File: config.mk
export PLATFORM = sky130hd
export DESIGN_NAME = can_rx_acceptance_filter
export DESIGN_NICKNAME = d
export VERILOG_FILES = /design/src/core/can_rx_accept_pkg.sv /design/src/core/can_rx_acceptance_filter.sv /design/src/core/can_filter_match.sv
export SDC_FILE = /design/constraint.sdc
export NUM_CORES = 1
export LEC_CHECK = 0
export ABC_AREA = 1
export BUFFER_PORTS_ARGS = -buffer_cell sky130_fd_sc_hd__buf_4
export CAP_MARGIN = 25
export CORE_AREA = 8 8 247 249
export CTS_CLUSTER_DIAMETER = 80
export DETAILED_ROUTE_END_ITERATION = 7
export DIE_AREA = 0 0 255 257
export GPL_ROUTABILITY_DRIVEN = 0
export SYNTH_ARGS = -nofsm -noshare
export SYNTH_HDL_FRONTEND = slang
export SYNTH_SLANG_ARGS = --single-unit
File: constraint.sdc
create_clock -name clock -period 2.67 [get_ports clock]
set_clock_uncertainty 0.1 [all_clocks]
set_input_delay 0.267 -clock clock [delete_from_list [all_inputs] [get_ports clock]]
set_output_delay 0.267 -clock clock [all_outputs]
set_load 0.01 [all_outputs]
File: src/core/can_rx_accept_pkg.sv
// Constants shared by the receive acceptance filter design.
// Assumes a byte-wide register port with 8-bit addresses.
package can_rx_accept_pkg;
    localparam int ID_WIDTH = 29;
    localparam int FILTER_COUNT = 6;
    localparam int MASK_COUNT = 2;
    localparam int BUF_BYTES = 14;
    // Filter and mask register bases
    localparam logic [7:0] FILTER0_BASE = 8'h00;
    localparam logic [7:0] FILTER3_BASE = 8'h10;
    localparam logic [7:0] MASK_BASE = 8'h20;
    localparam logic [7:0] FILTER_STRIDE = 8'h04;
    // Byte positions inside a filter or mask group
    localparam logic [1:0] ID_HIGH_POS = 2'h0;
    localparam logic [1:0] ID_LOW_POS = 2'h1;
    localparam logic [1:0] EXT_HIGH_POS = 2'h2;
    localparam logic [1:0] EXT_LOW_POS = 2'h3;
    localparam logic [7:0] FILTER_LOW_WRMASK = 8'heb;
    localparam logic [7:0] MASK_LOW_WRMASK = 8'he3;
    localparam int EXT_ENABLE_BIT = 3;
    // Receive buffers
    localparam logic [7:0] RX0_BASE = 8'h60;
    localparam logic [7:0] RX1_BASE = 8'h70;
    localparam logic [7:0] RX0_EXT_ID_HIGH = 8'h63;
    localparam logic [7:0] RX0_LENGTH_CODE = 8'h65;
    localparam logic [7:0] RX1_EXT_ID_HIGH = 8'h73;
    localparam logic [7:0] RX1_LENGTH_CODE = 8'h75;
    localparam logic [3:0] CTRL_POS = 4'h0;
    localparam logic [3:0] BUF_STD_HIGH_POS = 4'h1;
    localparam logic [3:0] BUF_STD_LOW_POS = 4'h2;
    localparam logic [3:0] BUF_EXT_HIGH_POS = 4'h3;
    localparam logic [3:0] BUF_EXT_LOW_POS = 4'h4;
    localparam logic [3:0] LENGTH_POS = 4'h5;
    localparam logic [3:0] DATA_POS = 4'h6;
    localparam logic [7:0] RESET_BYTE = 8'h00;
endpackage : can_rx_accept_pkg

File: src/core/can_rx_acceptance_filter.sv
// Receive acceptance filters, masks and the two receive buffers.
// Assumes the assembled frame and register port come from logic on the same clock.
`timescale 1ns/10ps
module can_rx_acceptance_filter #(
    parameter int FILTER_COUNT = can_rx_accept_pkg::FILTER_COUNT,
    parameter int BUF_BYTES = can_rx_accept_pkg::BUF_BYTES
) (
    input wire logic clock,
    input wire logic rst_n,
    input wire logic configMode,
    input wire logic regWrite,
    input wire logic regRead,
    input wire logic [7:0] regAddr,
    input wire logic [7:0] regWrData,
    output logic [7:0] regRdData,
    input wire logic frameValid,
    input wire logic frameExt,
    input wire logic frameRtr,
    input wire logic [10:0] frameStdId,
    input wire logic [17:0] frameExtId,
    input wire logic [3:0] frameDlc,
    input wire logic [63:0] frameData,
    output logic rx0Loaded,
    output logic rx1Loaded,
    output logic [2:0] matchedFilterCode
);
    localparam int IDW = can_rx_accept_pkg::ID_WIDTH;

    logic [7:0] filterReg [0:FILTER_COUNT-1][0:3];
    logic [7:0] maskReg [0:can_rx_accept_pkg::MASK_COUNT-1][0:3];
    logic [7:0] bufReg [0:1][0:BUF_BYTES-1];
    logic [FILTER_COUNT-1:0] hits;
    logic [7:0] regRdData_next;
    logic [2:0] hitCode;
    logic hitAny;
    logic hitBuf;
    logic [7:0] frameBytes [0:BUF_BYTES-1];
    logic [FILTER_COUNT-1:0] filterSel;
    logic [can_rx_accept_pkg::MASK_COUNT-1:0] maskSel;
    logic [1:0] bufSel;
    logic inImage;

    function automatic logic [7:0] filterBase(input int f);
        if (f < 3) begin
            filterBase = can_rx_accept_pkg::FILTER0_BASE + 8'(f * 4);
        end else begin
            filterBase = can_rx_accept_pkg::FILTER3_BASE + 8'((f - 3) * 4);
        end
    endfunction : filterBase

    genvar g;
    generate
        for (g = 0; g < FILTER_COUNT; g++) begin : gFilt
            localparam int M = (g < 2) ? 0 : 1;
            can_filter_match #(.ID_WIDTH(IDW)) uMatch (
                .maskBits({maskReg[M][0], maskReg[M][1][7:5], maskReg[M][1][1:0], maskReg[M][2], maskReg[M][3]}),
                .filterBits({filterReg[g][0], filterReg[g][1][7:5], filterReg[g][1][1:0],
                    filterReg[g][2], filterReg[g][3]}),
                .extEnable(filterReg[g][1][can_rx_accept_pkg::EXT_ENABLE_BIT]),
                .frameExt(frameExt),
                .frameRtr(frameRtr),
                .frameStdId(frameStdId),
                .frameExtId(frameExtId),
                .frameData0(frameData[63:56]),
                .frameData1(frameData[55:48]),
                .hit(hits[g])
            );
        end
    endgenerate

    always_comb begin
        hitCode = 3'h0;
        hitAny = 1'b0;
        for (int f = FILTER_COUNT - 1; f >= 0; f--) begin
            if (hits[f]) begin
                hitCode = 3'(f);
                hitAny = 1'b1;
            end
        end
        hitBuf = (hitCode >= 3'h2);
    end

    // Frame laid out as a receive buffer image
    always_comb begin
        for (int k = 0; k < BUF_BYTES; k++) begin
            frameBytes[k] = can_rx_accept_pkg::RESET_BYTE;
        end
        frameBytes[can_rx_accept_pkg::CTRL_POS] = {5'h00, hitCode};
        frameBytes[can_rx_accept_pkg::BUF_STD_HIGH_POS] = frameStdId[10:3];
        frameBytes[can_rx_accept_pkg::BUF_STD_LOW_POS] = {frameStdId[2:0], frameRtr & ~frameExt, frameExt,
            1'b0, frameExtId[17:16]};
        frameBytes[can_rx_accept_pkg::BUF_EXT_HIGH_POS] = frameExtId[15:8];
        frameBytes[can_rx_accept_pkg::BUF_EXT_LOW_POS] = frameExtId[7:0];
        frameBytes[can_rx_accept_pkg::LENGTH_POS] = {1'b0, frameRtr & frameExt, 2'b00, frameDlc};
        for (int k = 0; k < 8; k++) begin
            frameBytes[can_rx_accept_pkg::DATA_POS + k] = frameData[63 - 8 * k -: 8];
        end
    end

    // A new frame overwrites its buffer, as there is no full flag
    // Store accepted frames
    always_ff @(posedge clock or negedge rst_n) begin
        if (!rst_n) begin
            for (int b = 0; b < 2; b++) begin
                for (int k = 0; k < BUF_BYTES; k++) begin
                    bufReg[b][k] <= can_rx_accept_pkg::RESET_BYTE;
                end
            end
        end else if (frameValid && hitAny) begin
            for (int k = 0; k < BUF_BYTES; k++) begin
                bufReg[hitBuf][k] <= frameBytes[k];
            end
        end
    end

    always_ff @(posedge clock or negedge rst_n) begin
        if (!rst_n) begin
            rx0Loaded <= 1'b0;
            rx1Loaded <= 1'b0;
            matchedFilterCode <= 3'h0;
        end else begin
            rx0Loaded <= frameValid && hitAny && !hitBuf;
            rx1Loaded <= frameValid && hitAny && hitBuf;
            if (frameValid && hitAny) begin
                matchedFilterCode <= hitCode;
            end
        end
    end

    // Shared address decode; a filter or mask group spans four bytes
    always_comb begin
        for (int f = 0; f < FILTER_COUNT; f++) begin
            filterSel[f] = (regAddr[7:2] == 6'(filterBase(f) >> 2));
        end
        for (int m = 0; m < can_rx_accept_pkg::MASK_COUNT; m++) begin
            maskSel[m] = (regAddr[7:2] == 6'((can_rx_accept_pkg::MASK_BASE + 8'(m * 4)) >> 2));
        end
        // Bytes past the buffer image answer zero instead of aliasing
        inImage = (regAddr[3:0] < 4'(BUF_BYTES));
        bufSel[0] = inImage && (regAddr[7:4] == can_rx_accept_pkg::RX0_BASE[7:4]);
        bufSel[1] = inImage && (regAddr[7:4] == can_rx_accept_pkg::RX1_BASE[7:4]);
    end

    // Buffer addresses never reach the write decode, so buffers stay read-only
    // Writes gated by configuration mode
    always_ff @(posedge clock or negedge rst_n) begin
        if (!rst_n) begin
            for (int f = 0; f < FILTER_COUNT; f++) begin
                for (int k = 0; k < 4; k++) begin
                    filterReg[f][k] <= can_rx_accept_pkg::RESET_BYTE;
                end
            end
            for (int m = 0; m < can_rx_accept_pkg::MASK_COUNT; m++) begin
                for (int k = 0; k < 4; k++) begin
                    maskReg[m][k] <= can_rx_accept_pkg::RESET_BYTE;
                end
            end
        end else if (regWrite && configMode) begin
            for (int f = 0; f < FILTER_COUNT; f++) begin
                if (filterSel[f]) begin
                    filterReg[f][regAddr[1:0]] <= (regAddr[1:0] == can_rx_accept_pkg::ID_LOW_POS) ?
                        (regWrData & can_rx_accept_pkg::FILTER_LOW_WRMASK) : regWrData;
                end
            end
            for (int m = 0; m < can_rx_accept_pkg::MASK_COUNT; m++) begin
                if (maskSel[m]) begin
                    maskReg[m][regAddr[1:0]] <= (regAddr[1:0] == can_rx_accept_pkg::ID_LOW_POS) ?
                        (regWrData & can_rx_accept_pkg::MASK_LOW_WRMASK) : regWrData;
                end
            end
        end
    end

    // Read mux; unmapped addresses answer zero
    always_comb begin
        regRdData_next = can_rx_accept_pkg::RESET_BYTE;
        for (int f = 0; f < FILTER_COUNT; f++) begin
            if (filterSel[f]) begin
                regRdData_next = filterReg[f][regAddr[1:0]];
            end
        end
        for (int m = 0; m < can_rx_accept_pkg::MASK_COUNT; m++) begin
            if (maskSel[m]) begin
                regRdData_next = maskReg[m][regAddr[1:0]];
            end
        end
        if (bufSel[0]) begin
            regRdData_next = bufReg[0][regAddr[3:0]];
        end else if (bufSel[1]) begin
            regRdData_next = bufReg[1][regAddr[3:0]];
        end
    end

    // Read data held until the next read so the port sees a stable byte
    always_ff @(posedge clock or negedge rst_n) begin
        if (!rst_n) begin
            regRdData <= can_rx_accept_pkg::RESET_BYTE;
        end else if (regRead) begin
            regRdData <= regRdData_next;
        end
    end
endmodule : can_rx_acceptance_filter

File: src/core/can_filter_match.sv
// One acceptance filter compared against the assembled frame.
// Assumes frame fields are stable while frameValid is high.
`timescale 1ns/10ps
module can_filter_match #(
    parameter int ID_WIDTH = 29
) (
    input wire logic [ID_WIDTH-1:0] maskBits,
    input wire logic [ID_WIDTH-1:0] filterBits,
    input wire logic extEnable,
    input wire logic frameExt,
    input wire logic frameRtr,
    input wire logic [10:0] frameStdId,
    input wire logic [17:0] frameExtId,
    input wire logic [7:0] frameData0,
    input wire logic [7:0] frameData1,
    output logic hit
);
    logic [ID_WIDTH-1:0] compId;
    logic [ID_WIDTH-1:0] care;
    always_comb begin
        if (frameExt) begin
            compId = {frameStdId, frameExtId};
            care = maskBits;
        end else begin
            compId = {frameStdId, 2'b00, frameData0, frameData1};
            care = maskBits & {11'h7ff, 2'b00, {16{~frameRtr}}};
        end
        hit = (extEnable == frameExt) && (((compId ^ filterBits) & care) == '0);
    end
endmodule : can_filter_match

### Yosys cells after proc, flatten, opt, wreduce, memory -nomap -nowiden

Index checks and enable logic that the tools add are counted.

| operators by class | value |
|---|---|
| shift-type cells | 0 |
| div/mod/pow operators | 0 |
| reduce and logical (&&, ||, !) cells | 30 |
| $lt $le $gt $ge | 7 |
| $mul | 0 |
| add/subtract/negate cells | 0 |
| bitwise gates (word level) | 21 |
| muxes and demuxes | 109 |
| equal/unequal tests | 16 |

Operators by type and width:

| cell | count |
|---|---|
| bitwise mux 224 bit | 14 |
| demux 112 bit (select 1 bit) | 14 |
| bitwise mux 32 bit | 8 |
| 2-to-1 mux 8 bit | 32 |
| AND 29 bit | 8 |
| logical NOT 29 bit | 6 |
| bitwise XOR 29 bit | 6 |
| binary-select mux 8 bit (select 2 bit) | 8 |
| 2-to-1 mux 112 bit | 1 |
| 2-to-1 mux 104 bit | 1 |
| 2-to-1 mux 96 bit | 1 |
| 2-to-1 mux 88 bit | 1 |
| 2-to-1 mux 80 bit | 1 |
| 2-to-1 mux 72 bit | 1 |
| binary-select mux 8 bit (select 4 bit) | 2 |
| 2-to-1 mux 64 bit | 1 |
| 2-to-1 mux 29 bit | 2 |
| 2-to-1 mux 56 bit | 1 |
| 2-to-1 mux 48 bit | 1 |
| 2-to-1 mux 40 bit | 1 |
| 2-to-1 mux 32 bit | 1 |
| 2-to-1 mux 24 bit | 1 |
| == test 6 x 3 -> 1 bit (second input constant) | 3 |
| 2-to-1 mux 18 bit | 1 |
| other kinds (27) | 67 |

| word-level totals | value |
|---|---|
| output and inout port bits | 13 |
| register bits | 493 |
| RAM bits | 0 |
| latch bits | 0 |
| memories | 0 |
| bits of input ports | 121 |
| memory bits (read-only) | 0 |

### Logic depth before layout (Yosys ltp)

Gate-level depths: netlist of run 1.

| logic depth | value |
|---|---|
| depth in word-level cells | 32 |
| depth in mapped cells | 20 |

### Hierarchy

From an unflattened synthesis of run 1, not the netlist that was laid out.

| unflattened totals | value |
|---|---|
| cells, all modules | 3964 |
| area, all modules | 27925.5 µm² |

By module, submodules not included:

| module | cells each | area an instance (µm²) | instances |
|---|---|---|---|
| can_rx_acceptance_filter | 2548 | 21446.8 | 1 |
| can_filter_match | 236 | 1079.8 | 6 |

### Worst setup path after synthesis of run 1

OpenSTA, ideal clock, no wires.

| path | value |
|---|---|
| path kind | input to register |
| start | input frameStdId[3] |
| end | register bufReg[95] (netlist bit) |
| data arrival time | 1.998 ns |
| setup time | 0.117 ns |
| cell stages on the path | 14 |
| path buffers | 3 |
| data required time | 2.453 ns |
| path slack | 0.455 ns |
| cells stage by stage | clkbuf_1 or2_2 nand3_1 nand2_1 nor3_1 nand3_1 nor2_1 nor2_2 nor2_2 nand2_2 buf_2 buf_2 nand3_1 nand2_1 |

| between the ends | value |
|---|---|
| longest elaborated chain between the ends | 28 |
| elaborated cells between the ends (all ways) | 71 |
| those cells by class | 3 x order compare; 41 x mux; 13 x bitwise; 14 x reduce/logical |

Ends and longest elaborated chain:

| what | RTL line | source |
|---|---|---|
| start: declaration | can_rx_acceptance_filter.sv:19 | `input wire logic [10:0] frameStdId,` |
| bitwise XOR 29 bit | can_filter_match.sv:28 | `hit = (extEnable == frameExt) && (((compId ^ filterBits) & care) == '0);` |
| AND 29 bit | can_filter_match.sv:28 |  |
| logical NOT 29 bit | can_filter_match.sv:28 |  |
| logical AND 1 bit | can_filter_match.sv:28 |  |
| 2-to-1 mux 3 bit (6 in series) | can_rx_acceptance_filter.sv:75 | `if (hits[f]) begin` |
| greater-or-equal comparator 3 x 2 -> 1 bit | can_rx_acceptance_filter.sv:80 | `hitBuf = (hitCode >= 3'h2);` |
| inverter 1 -> 2 bit (not written as such) | can_rx_acceptance_filter.sv:111 | `bufReg[hitBuf][k] <= frameBytes[k];` |
| greater-or-equal comparator 2 bit (not written as such) / less-than comparator 2 x 1 -> 1 bit (equally long branches) | can_rx_acceptance_filter.sv:111 |  |
| logical AND 1 bit (not written as such) | can_rx_acceptance_filter.sv:111 |  |
| 2-to-1 mux 96 bit (not written as such) | can_rx_acceptance_filter.sv:111 |  |
| demux 112 bit (select 1 bit) | can_rx_acceptance_filter.sv:111 |  |
| bitwise mux 224 bit (12 in series) | can_rx_acceptance_filter.sv:111 |  |
| end signal: indexed assignment | can_rx_acceptance_filter.sv:106 | `bufReg[b][k] <= can_rx_accept_pkg::RESET_BYTE;` |
| end signal: indexed assignment | can_rx_acceptance_filter.sv:111 |  |
| end: declaration | can_rx_acceptance_filter.sv:31 | `logic [7:0] bufReg [0:1][0:BUF_BYTES-1];` |

Parallel ways exist; a longest one is shown, timed or not.
A chain may end at the register's enable or synchronous reset.

### Worst setup path after layout of run 1

| path | value |
|---|---|
| start | register filterReg[191] (netlist bit) |
| end | register bufReg[212] (netlist bit) |

| between the ends | value |
|---|---|
| longest elaborated chain between the ends | 24 |
| elaborated cells between the ends (all ways) | 41 |
| those cells by class | 3 x order compare; 31 x mux; 3 x bitwise; 4 x reduce/logical |

Ends and longest elaborated chain:

| what | RTL line | source |
|---|---|---|
| start: declaration | can_rx_acceptance_filter.sv:29 | `logic [7:0] filterReg [0:FILTER_COUNT-1][0:3];` |
| start signal: indexed assignment | can_rx_acceptance_filter.sv:150 | `filterReg[f][k] <= can_rx_accept_pkg::RESET_BYTE;` |
| start signal: indexed assignment | can_rx_acceptance_filter.sv:161 | `filterReg[f][regAddr[1:0]] <= (regAddr[1:0] == can_rx_accept_pkg::ID_LOW_POS) ?` |
| bitwise XOR 29 bit * | can_filter_match.sv:28 |  |
| AND 29 bit * | can_filter_match.sv:28 |  |
| logical NOT 29 bit * | can_filter_match.sv:28 |  |
| logical AND 1 bit * | can_filter_match.sv:28 |  |
| 2-to-1 mux 3 bit | can_rx_acceptance_filter.sv:75 |  |
| greater-or-equal comparator 3 x 2 -> 1 bit | can_rx_acceptance_filter.sv:80 |  |
| inverter 1 -> 2 bit (not written as such) | can_rx_acceptance_filter.sv:111 |  |
| greater-or-equal comparator 2 bit (not written as such) / less-than comparator 2 x 1 -> 1 bit (equally long branches) | can_rx_acceptance_filter.sv:111 |  |
| logical AND 1 bit (not written as such) | can_rx_acceptance_filter.sv:111 |  |
| 2-to-1 mux 104 bit (not written as such) | can_rx_acceptance_filter.sv:111 |  |
| demux 112 bit (select 1 bit) | can_rx_acceptance_filter.sv:111 |  |
| bitwise mux 224 bit (13 in series) | can_rx_acceptance_filter.sv:111 |  |

Every way passes the cells marked *; elsewhere a longest branch is shown, timed or not.

==> run metrics, run 1 <==
status=complete, but fails checks; failing checks=design-rule violations; Buffers on Ports=~130; Post-synth EDFFs=0; CP endpoint kind=register; Cell Area, Synth=roughly 0.025 mm2; top cell type by total area after synthesis=dfrtp_1; CP Launch Type=register; DIE AREA=around 0.066 mm2; initial core utilization=0.4433; Yosys warning count=0; met3 WL=~10000 um; Die H=257 um; # Max-Cap Violations=0; TritonCTS clock tree=done; Post-Layout Cell Count=4667; sequential fraction of the synthesis area=0.4701; DP Area=approximately 0.028 mm2; Tcrit/Tclk final=0.9755; endpoints failing hold=0; Synthesized Nets=around 3700; Worst IR Drop VDD=576.4 uV; CP cell instances=or2_2, nand3_2, nand2_2, nor2_4, nand2_2, nor2_4, nand2_2, nor2_4, buf_6, inv_2, nand2_4, o21ai_2, nor2_4, clkbuf_16, clkbuf_16, nand2_1, nand2_1; first-pass GRT wire length=156600 um; Final Worst Setup Slack=between 0.06 and 0.07 ns; Util after Layout=0.5618; Data arrival, critical path=slightly above 3 ns; M1 WL=41960 um; root buffer cell=clkbuf_16; routed wl met2=47950 um; top-area cell type share of the netlist area=0.4701; final critical-path required period=approximately 2.6 ns; most common cell after layout, fill and taps aside=nand2_1; worst rel slew slack=0.6164; drc violations=5; clk slew on worst S/H paths=0.06 ns; Total Neg Setup Slack=0 ns; Area Growth Syn to Fin=26.74%; DP HPWL=77340 um; Slew @ Worst Pin=approximately 0.57 ns; multi-input logic area=between 0.01 and 0.015 mm2; worst skew pair latency=0.64 ns; PwrDens=between 600 and 700 mW/mm2; Seq. cell area=around 0.012 mm2; most frequent cells in the layout=1522 x nand2_1, 475 x dfrtp_1, 358 x nand3_1; fmax=between 0.3 and 0.4 GHz; Primary FF master, synth=dfrtp_1; htree depth=2; layout cells sized above 1=0.1322; n_diodes=0; clock tree sinks=~480; synth top area cells=dfrtp_1 47%, nand2_1 23%, nand3_1 7.1%; CTS Buffer Depth=3; Ports=~130; Largest stage delay, worst path=0.37 ns; Post-Syn Instances=between 3000 and 4000; CP max stage cell=dfrtp_1; total gr overflow=0; pre-CTS worst setup slack=-0.2573 ns; hold crit path type=input pin to register; DRT iter0 DRCs=3267; async set-reset flop share out of synthesis=1.000; WL/cell=around 23 um; vias post-DR=approximately 27000; synthesized flop and latch total=between 400 and 500; CP most frequent cell=nor2_4; initial antenna violation count=3; post-route ant nets=0; Num CTS Buffers=56; crit path kind=register to register; hold_ws=around 0.022 ns; RSZ-0062 raised after global routing=yes; Nets=between 3000 and 4000; crit path max fanout=8; largest net degree at the start of global routing=100; gr usage total=0.3162; placed cell count=between 4000 and 5000; Leak=15.68 nW; drt pass-1 iters=8; core area=roughly 0.057 mm2; vias in the first global route=between 20000 and 30000; syn avg cell area=about 7.2 um2; DR top layer=met5; DR vias/cell=5.705; die width=255 um; Fill cells=approximately 5400; post-synth cell types=39; total power=roughly 22 mW; worst path required time=3.13 ns; Design Area, Final=0.03204 mm2; Routed WL=around 110000 um; Slew Viols, Final=0; row cnt=a little under 90; Final Setup Violations=0
## cell families after synthesis
kind of cell    Yosys count  synth area share
simple gates           2152            0.3496
xor+xnor                  6          0.002078
compound gates          458            0.1079
flops                   475            0.4701
buf+inv                 440           0.07022
## metal layers
layer / up-vias / track usage
met5: - / 0.01620
met4: 6 / 0.1977
met3: 358 / 0.05857
met2: 1473 / 0.4832
met1: 12730 / 0.4095
li1: 12060 / -
## sequential cells by signal (all words and copies together), names as in the netlist
| signal | count |
|---|---|
| regRdData | 8 |
| filterReg | 192 |
| rx0Loaded | 1 |
| matchedFilterCode | 3 |
| rx1Loaded | 1 |
| maskReg | 64 |
| bufReg | 206 |
## cell usage after synthesis (all sizes together) (5+ instances only)
cell	instances
a22oi	83
nand3b	41
o2111ai	34
xnor2	6
o21ai	266
o22ai	23
or2	10
a21boi	5
nand2	1550
nand3	359
nor2	153
a221oi	8
buf	63
a31oi	7
a21oi	25
nor3	9
inv	250
clkbuf	125
nand4	25
dfrtp	475
## final timing paths
path	start	endpoint	slack, ns	depth (start not counted)
worst max register to register	filterReg[191]	bufReg[212]	0.07	17
worst min register to register	bufReg[105]	bufReg[105]	0.37	2
max in group asynchronous	rst_n	bufReg[9]	1.51	4
min in group asynchronous	rst_n	filterReg[64]	0.05	2
worst min-delay path	frameValid	matchedFilterCode[2]	0.02	4
worst max-delay path	filterReg[191]	bufReg[212]	0.07	17
## what timing repair did
action | 4_1_cts | 5_1_grt
hold buffers | 106 | 0
setup buffers | 2 | 1
pin swaps | 3 | 14
cloned | 1 | 12
endpoints found under the setup margin | 210 | 208
resized for setup | 9 | 52
hold endpoints to repair | 554 | 0
## report_power, final
part	switching [mW]	leakage, nW	internal [mW]
Clock	3.30	0.994	5.13
Combinational	2.53	8.44	1.72
Sequential	0.770	6.25	8.41
Total	6.60	15.7	15.3
## layout make-up
class / instances / share of cell area
inverter: 252 / 0.02952
clock inverter: 30 / 0.01269
sequential: 475 / 0.3709
timing repair buffer: 455 / 0.1381
clock buffer: 74 / 0.05060
multi-input combinational: 2616 / 0.3683
tap: 765 / 0.02987
## worst max-delay path: cells and delay by family, from the launching register on
kind | cells | cell delay [ns]
AOI/OAI and AO/OA | 1 | 0.08
and+or+nand+nor | 12 | 1.41
DFF | 1 | 0.37
buffers and inverters | 4 | 0.58
Note: power is estimated with default switching activity, not from simulation.
==> run 2, diff against run 1 <==
- RECOVER_POWER: unset -> 100
==> run 2 against run 1 <==
Compared with the run above: the flow now finishes without violations; design area decreased by 0.70%; register-to-register slack improved by 0.02 ns; setup slack improved by 0.020 ns; global-route usage is the same; clock-buffer cell count unchanged; utilization shrank 0.39 points; clock power about the same; critical path depth is 3 lower; combinational power decreased by 0.9%; largest cell class unchanged.
==> run metrics, run 2 (same netlist as run 1, synthesis figures left out) <==
status=completed; first-pass GRT wire length=156600 um (unchanged); RSZ-0062 raised after global routing=yes; endpoints failing hold=0 (unchanged); crit path kind=register to register; sw power=6.582 mW (-0.28%); Worst R2R Start=filterReg[89]; CP endpoint kind=register; Final Setup Violations=0 (unchanged); clock tree sinks=475 (unchanged); post-route ant nets=0 (unchanged); Routed WL=108100 um (about the same); initial core utilization=0.4433 (unchanged); DIE AREA=0.06554 mm2 (unchanged); Slew @ Worst Pin=1.382 ns (+0.8081 ns); # Max-Cap Violations=0 (unchanged); hold path startpoint=frameValid; Largest register FFs=206 (unchanged); DRT iter0 DRCs=3192 (-2.3%); layout cells sized above 1=0.1215 (-0.01076); vias post-DR=26640 (+0.060%); Die H=257 um (unchanged); largest net degree at the start of global routing=100 (unchanged); Nets=3977 (unchanged); Biggest register=bufReg; Tcrit/Tclk final=0.9679 (-0.007549); die width=255 um (unchanged); Area Growth Syn to Fin=25.86%; Leak=15.50 nW (-1.1%); htree depth=2 (unchanged); WL/cell=23.16 um (about the same); vias in the first global route=25150 (unchanged); drt pass-1 iters=7 (-1); most frequent cells in the layout=1522 x nand2_1, 475 x dfrtp_1, 358 x nand3_1; hold depth=4 (unchanged); CTS Buffer Depth=3 (unchanged); hold crit path type=input pin to register; part of the power in combinational logic=0.193 (-0.002); crit path max fanout=17 (+9); Ports=134 (unchanged); worst path required time=3.08 ns (-0.05 ns); reg2reg path depth=14 (-3); drc violations=0 (-5); clk slew on worst S/H paths=0.06 ns (about the same); Internal Power=15.23 mW (-0.21%); core area=0.05703 mm2 (unchanged); Util after Layout=0.5579 (-0.003927); Seq pwr share=0.421 (about the same); Reg2Reg Capture Point=bufReg[46]; initial antenna violation count=3 (unchanged); CP Launch Type=register; Slew Viols, Final=0 (unchanged); hold path endpoint=matchedFilterCode[2]; PwrDens=685.5 mW/mm2 (+0.47%); worst skew pair latency=0.64 ns (about the same); Sw Ratio=0.3017 (about the same); fmax=0.3869 GHz (+0.78%); n_diodes=0 (unchanged); Clk pwr share=0.386 (about the same); root buffer cell=clkbuf_16; gr usage total=0.3162 (unchanged); Final Worst Setup Slack=0.08558 ns (+0.02016 ns); final critical-path required period=2.584 ns (-0.02016 ns); row cnt=88 (unchanged); most common cell after layout, fill and taps aside=nand2_1; TritonCTS clock tree=done; DR vias/cell=5.708 (about the same); DP HPWL=77340 um (unchanged); Buffers on Ports=133 (unchanged); Num CTS Buffers=56 (unchanged); total gr overflow=0 (unchanged); Largest regs=bufReg: 206 flops, filterReg: 192 flops, maskReg: 64 flops; worst rel slew slack=0.07865 (-0.5378); pre-CTS worst setup slack=-0.2573 ns (unchanged); Worst IR Drop VDD=579.6 uV (+0.56%); Data arrival, critical path=3.00 ns (-0.07 ns); R2R setup slack=0.09 ns (+0.02 ns)
==> run 2: cell types whose count changed in the layout (fill, tap and decap cells not counted), sizes merged <==
cell | before | now
clkbuf | 83 | 129
buf | 340 | 294
==> run 2: area by class of cell <==
cell class	count	area [um2]
Clock buffer	74	1622
Clock inverter	30	406.6
Fill cell	5461	25210
Inverter	252	945.9
Multi-Input combinational cell	2616	11800
Sequential cell	475	11890
Tap cell	765	957.2
Timing Repair Buffer	455	4202
==> run 2: critical path, cell delays in order (launching register included) <==
cell and delay (ns):
dfrtp_1 0.41, or2_2 0.29, nand3_1 0.09, nand2_1 0.07, nor3_1 0.19, buf_4 0.17
nand3_1 0.09, nor2_2 0.16, nor2_4 0.09, nor2_4 0.18, nand2_4 0.11, buf_12 0.17
clkbuf_16 0.18, nand3_1 0.09, nand2_1 0.06
==> run 2: power groups by stage <==
stage	registers, mW	clock network (mW)	logic, mW
after floorplan	9.04	0	2.26
after global placement	9.22	0	3.70
after detailed placement	9.26	0	3.80
after CTS	9.16	8.51	3.99
after global routing	9.32	8.78	4.59
final	9.18	8.42	4.22
==> run 2: repair_timing <==
action                     CTS  global route
setup buffers                2             1
gates cloned                 1            12
pin swaps                    3            14
resized for setup            9            52
hold buffers               106             0
setup endpoints to repair  210           208
hold endpoints to repair   554             0
==> run 2: worst max-delay path by stage <==
stage | startpoint | end | slack [ns] | depth (start not counted)
CTS | filterReg[191] | bufReg[9] | -0.001 | 18
global route | filterReg[191] | bufReg[200] | -0.02 | 17
finish | filterReg[89] | bufReg[46] | 0.09 | 14
global placement | frameExt | bufReg[198] | -0.24 | 18
detailed placement | frameExt | bufReg[173] | -0.26 | 18
floorplan | frameStdId[3] | bufReg[95] | 0.45 | 14
==> run 2: metal layers <==
layer / track usage / part of all wire / vias up
li1: - / - / 12060
met1: 0.4095 / 0.39 / 12780
met2: 0.4832 / 0.44 / 1439
met3: 0.05857 / 0.088 / 358
met4: 0.1977 / 0.076 / 4
met5: 0.01620 / 0.0014 / -
==> run 2: per-stage QoR <==
step	cells	TNS [ns]	instance area [um2]	power [mW]	hold slack, ns
4_1_cts	4655	-0.001424	31600	21.67	0.0009547
3_3_place_gp	4442	-40.67	28450	12.92	0.1168
5_1_grt	4667	-0.1185	31820	22.69	0.03560
3_5_place_dp	4442	-46.37	28450	13.07	0.1237
6_report	4667	0	31820	21.81	0.01211
2_1_floorplan	3531	0	25280	11.30	-0.1286
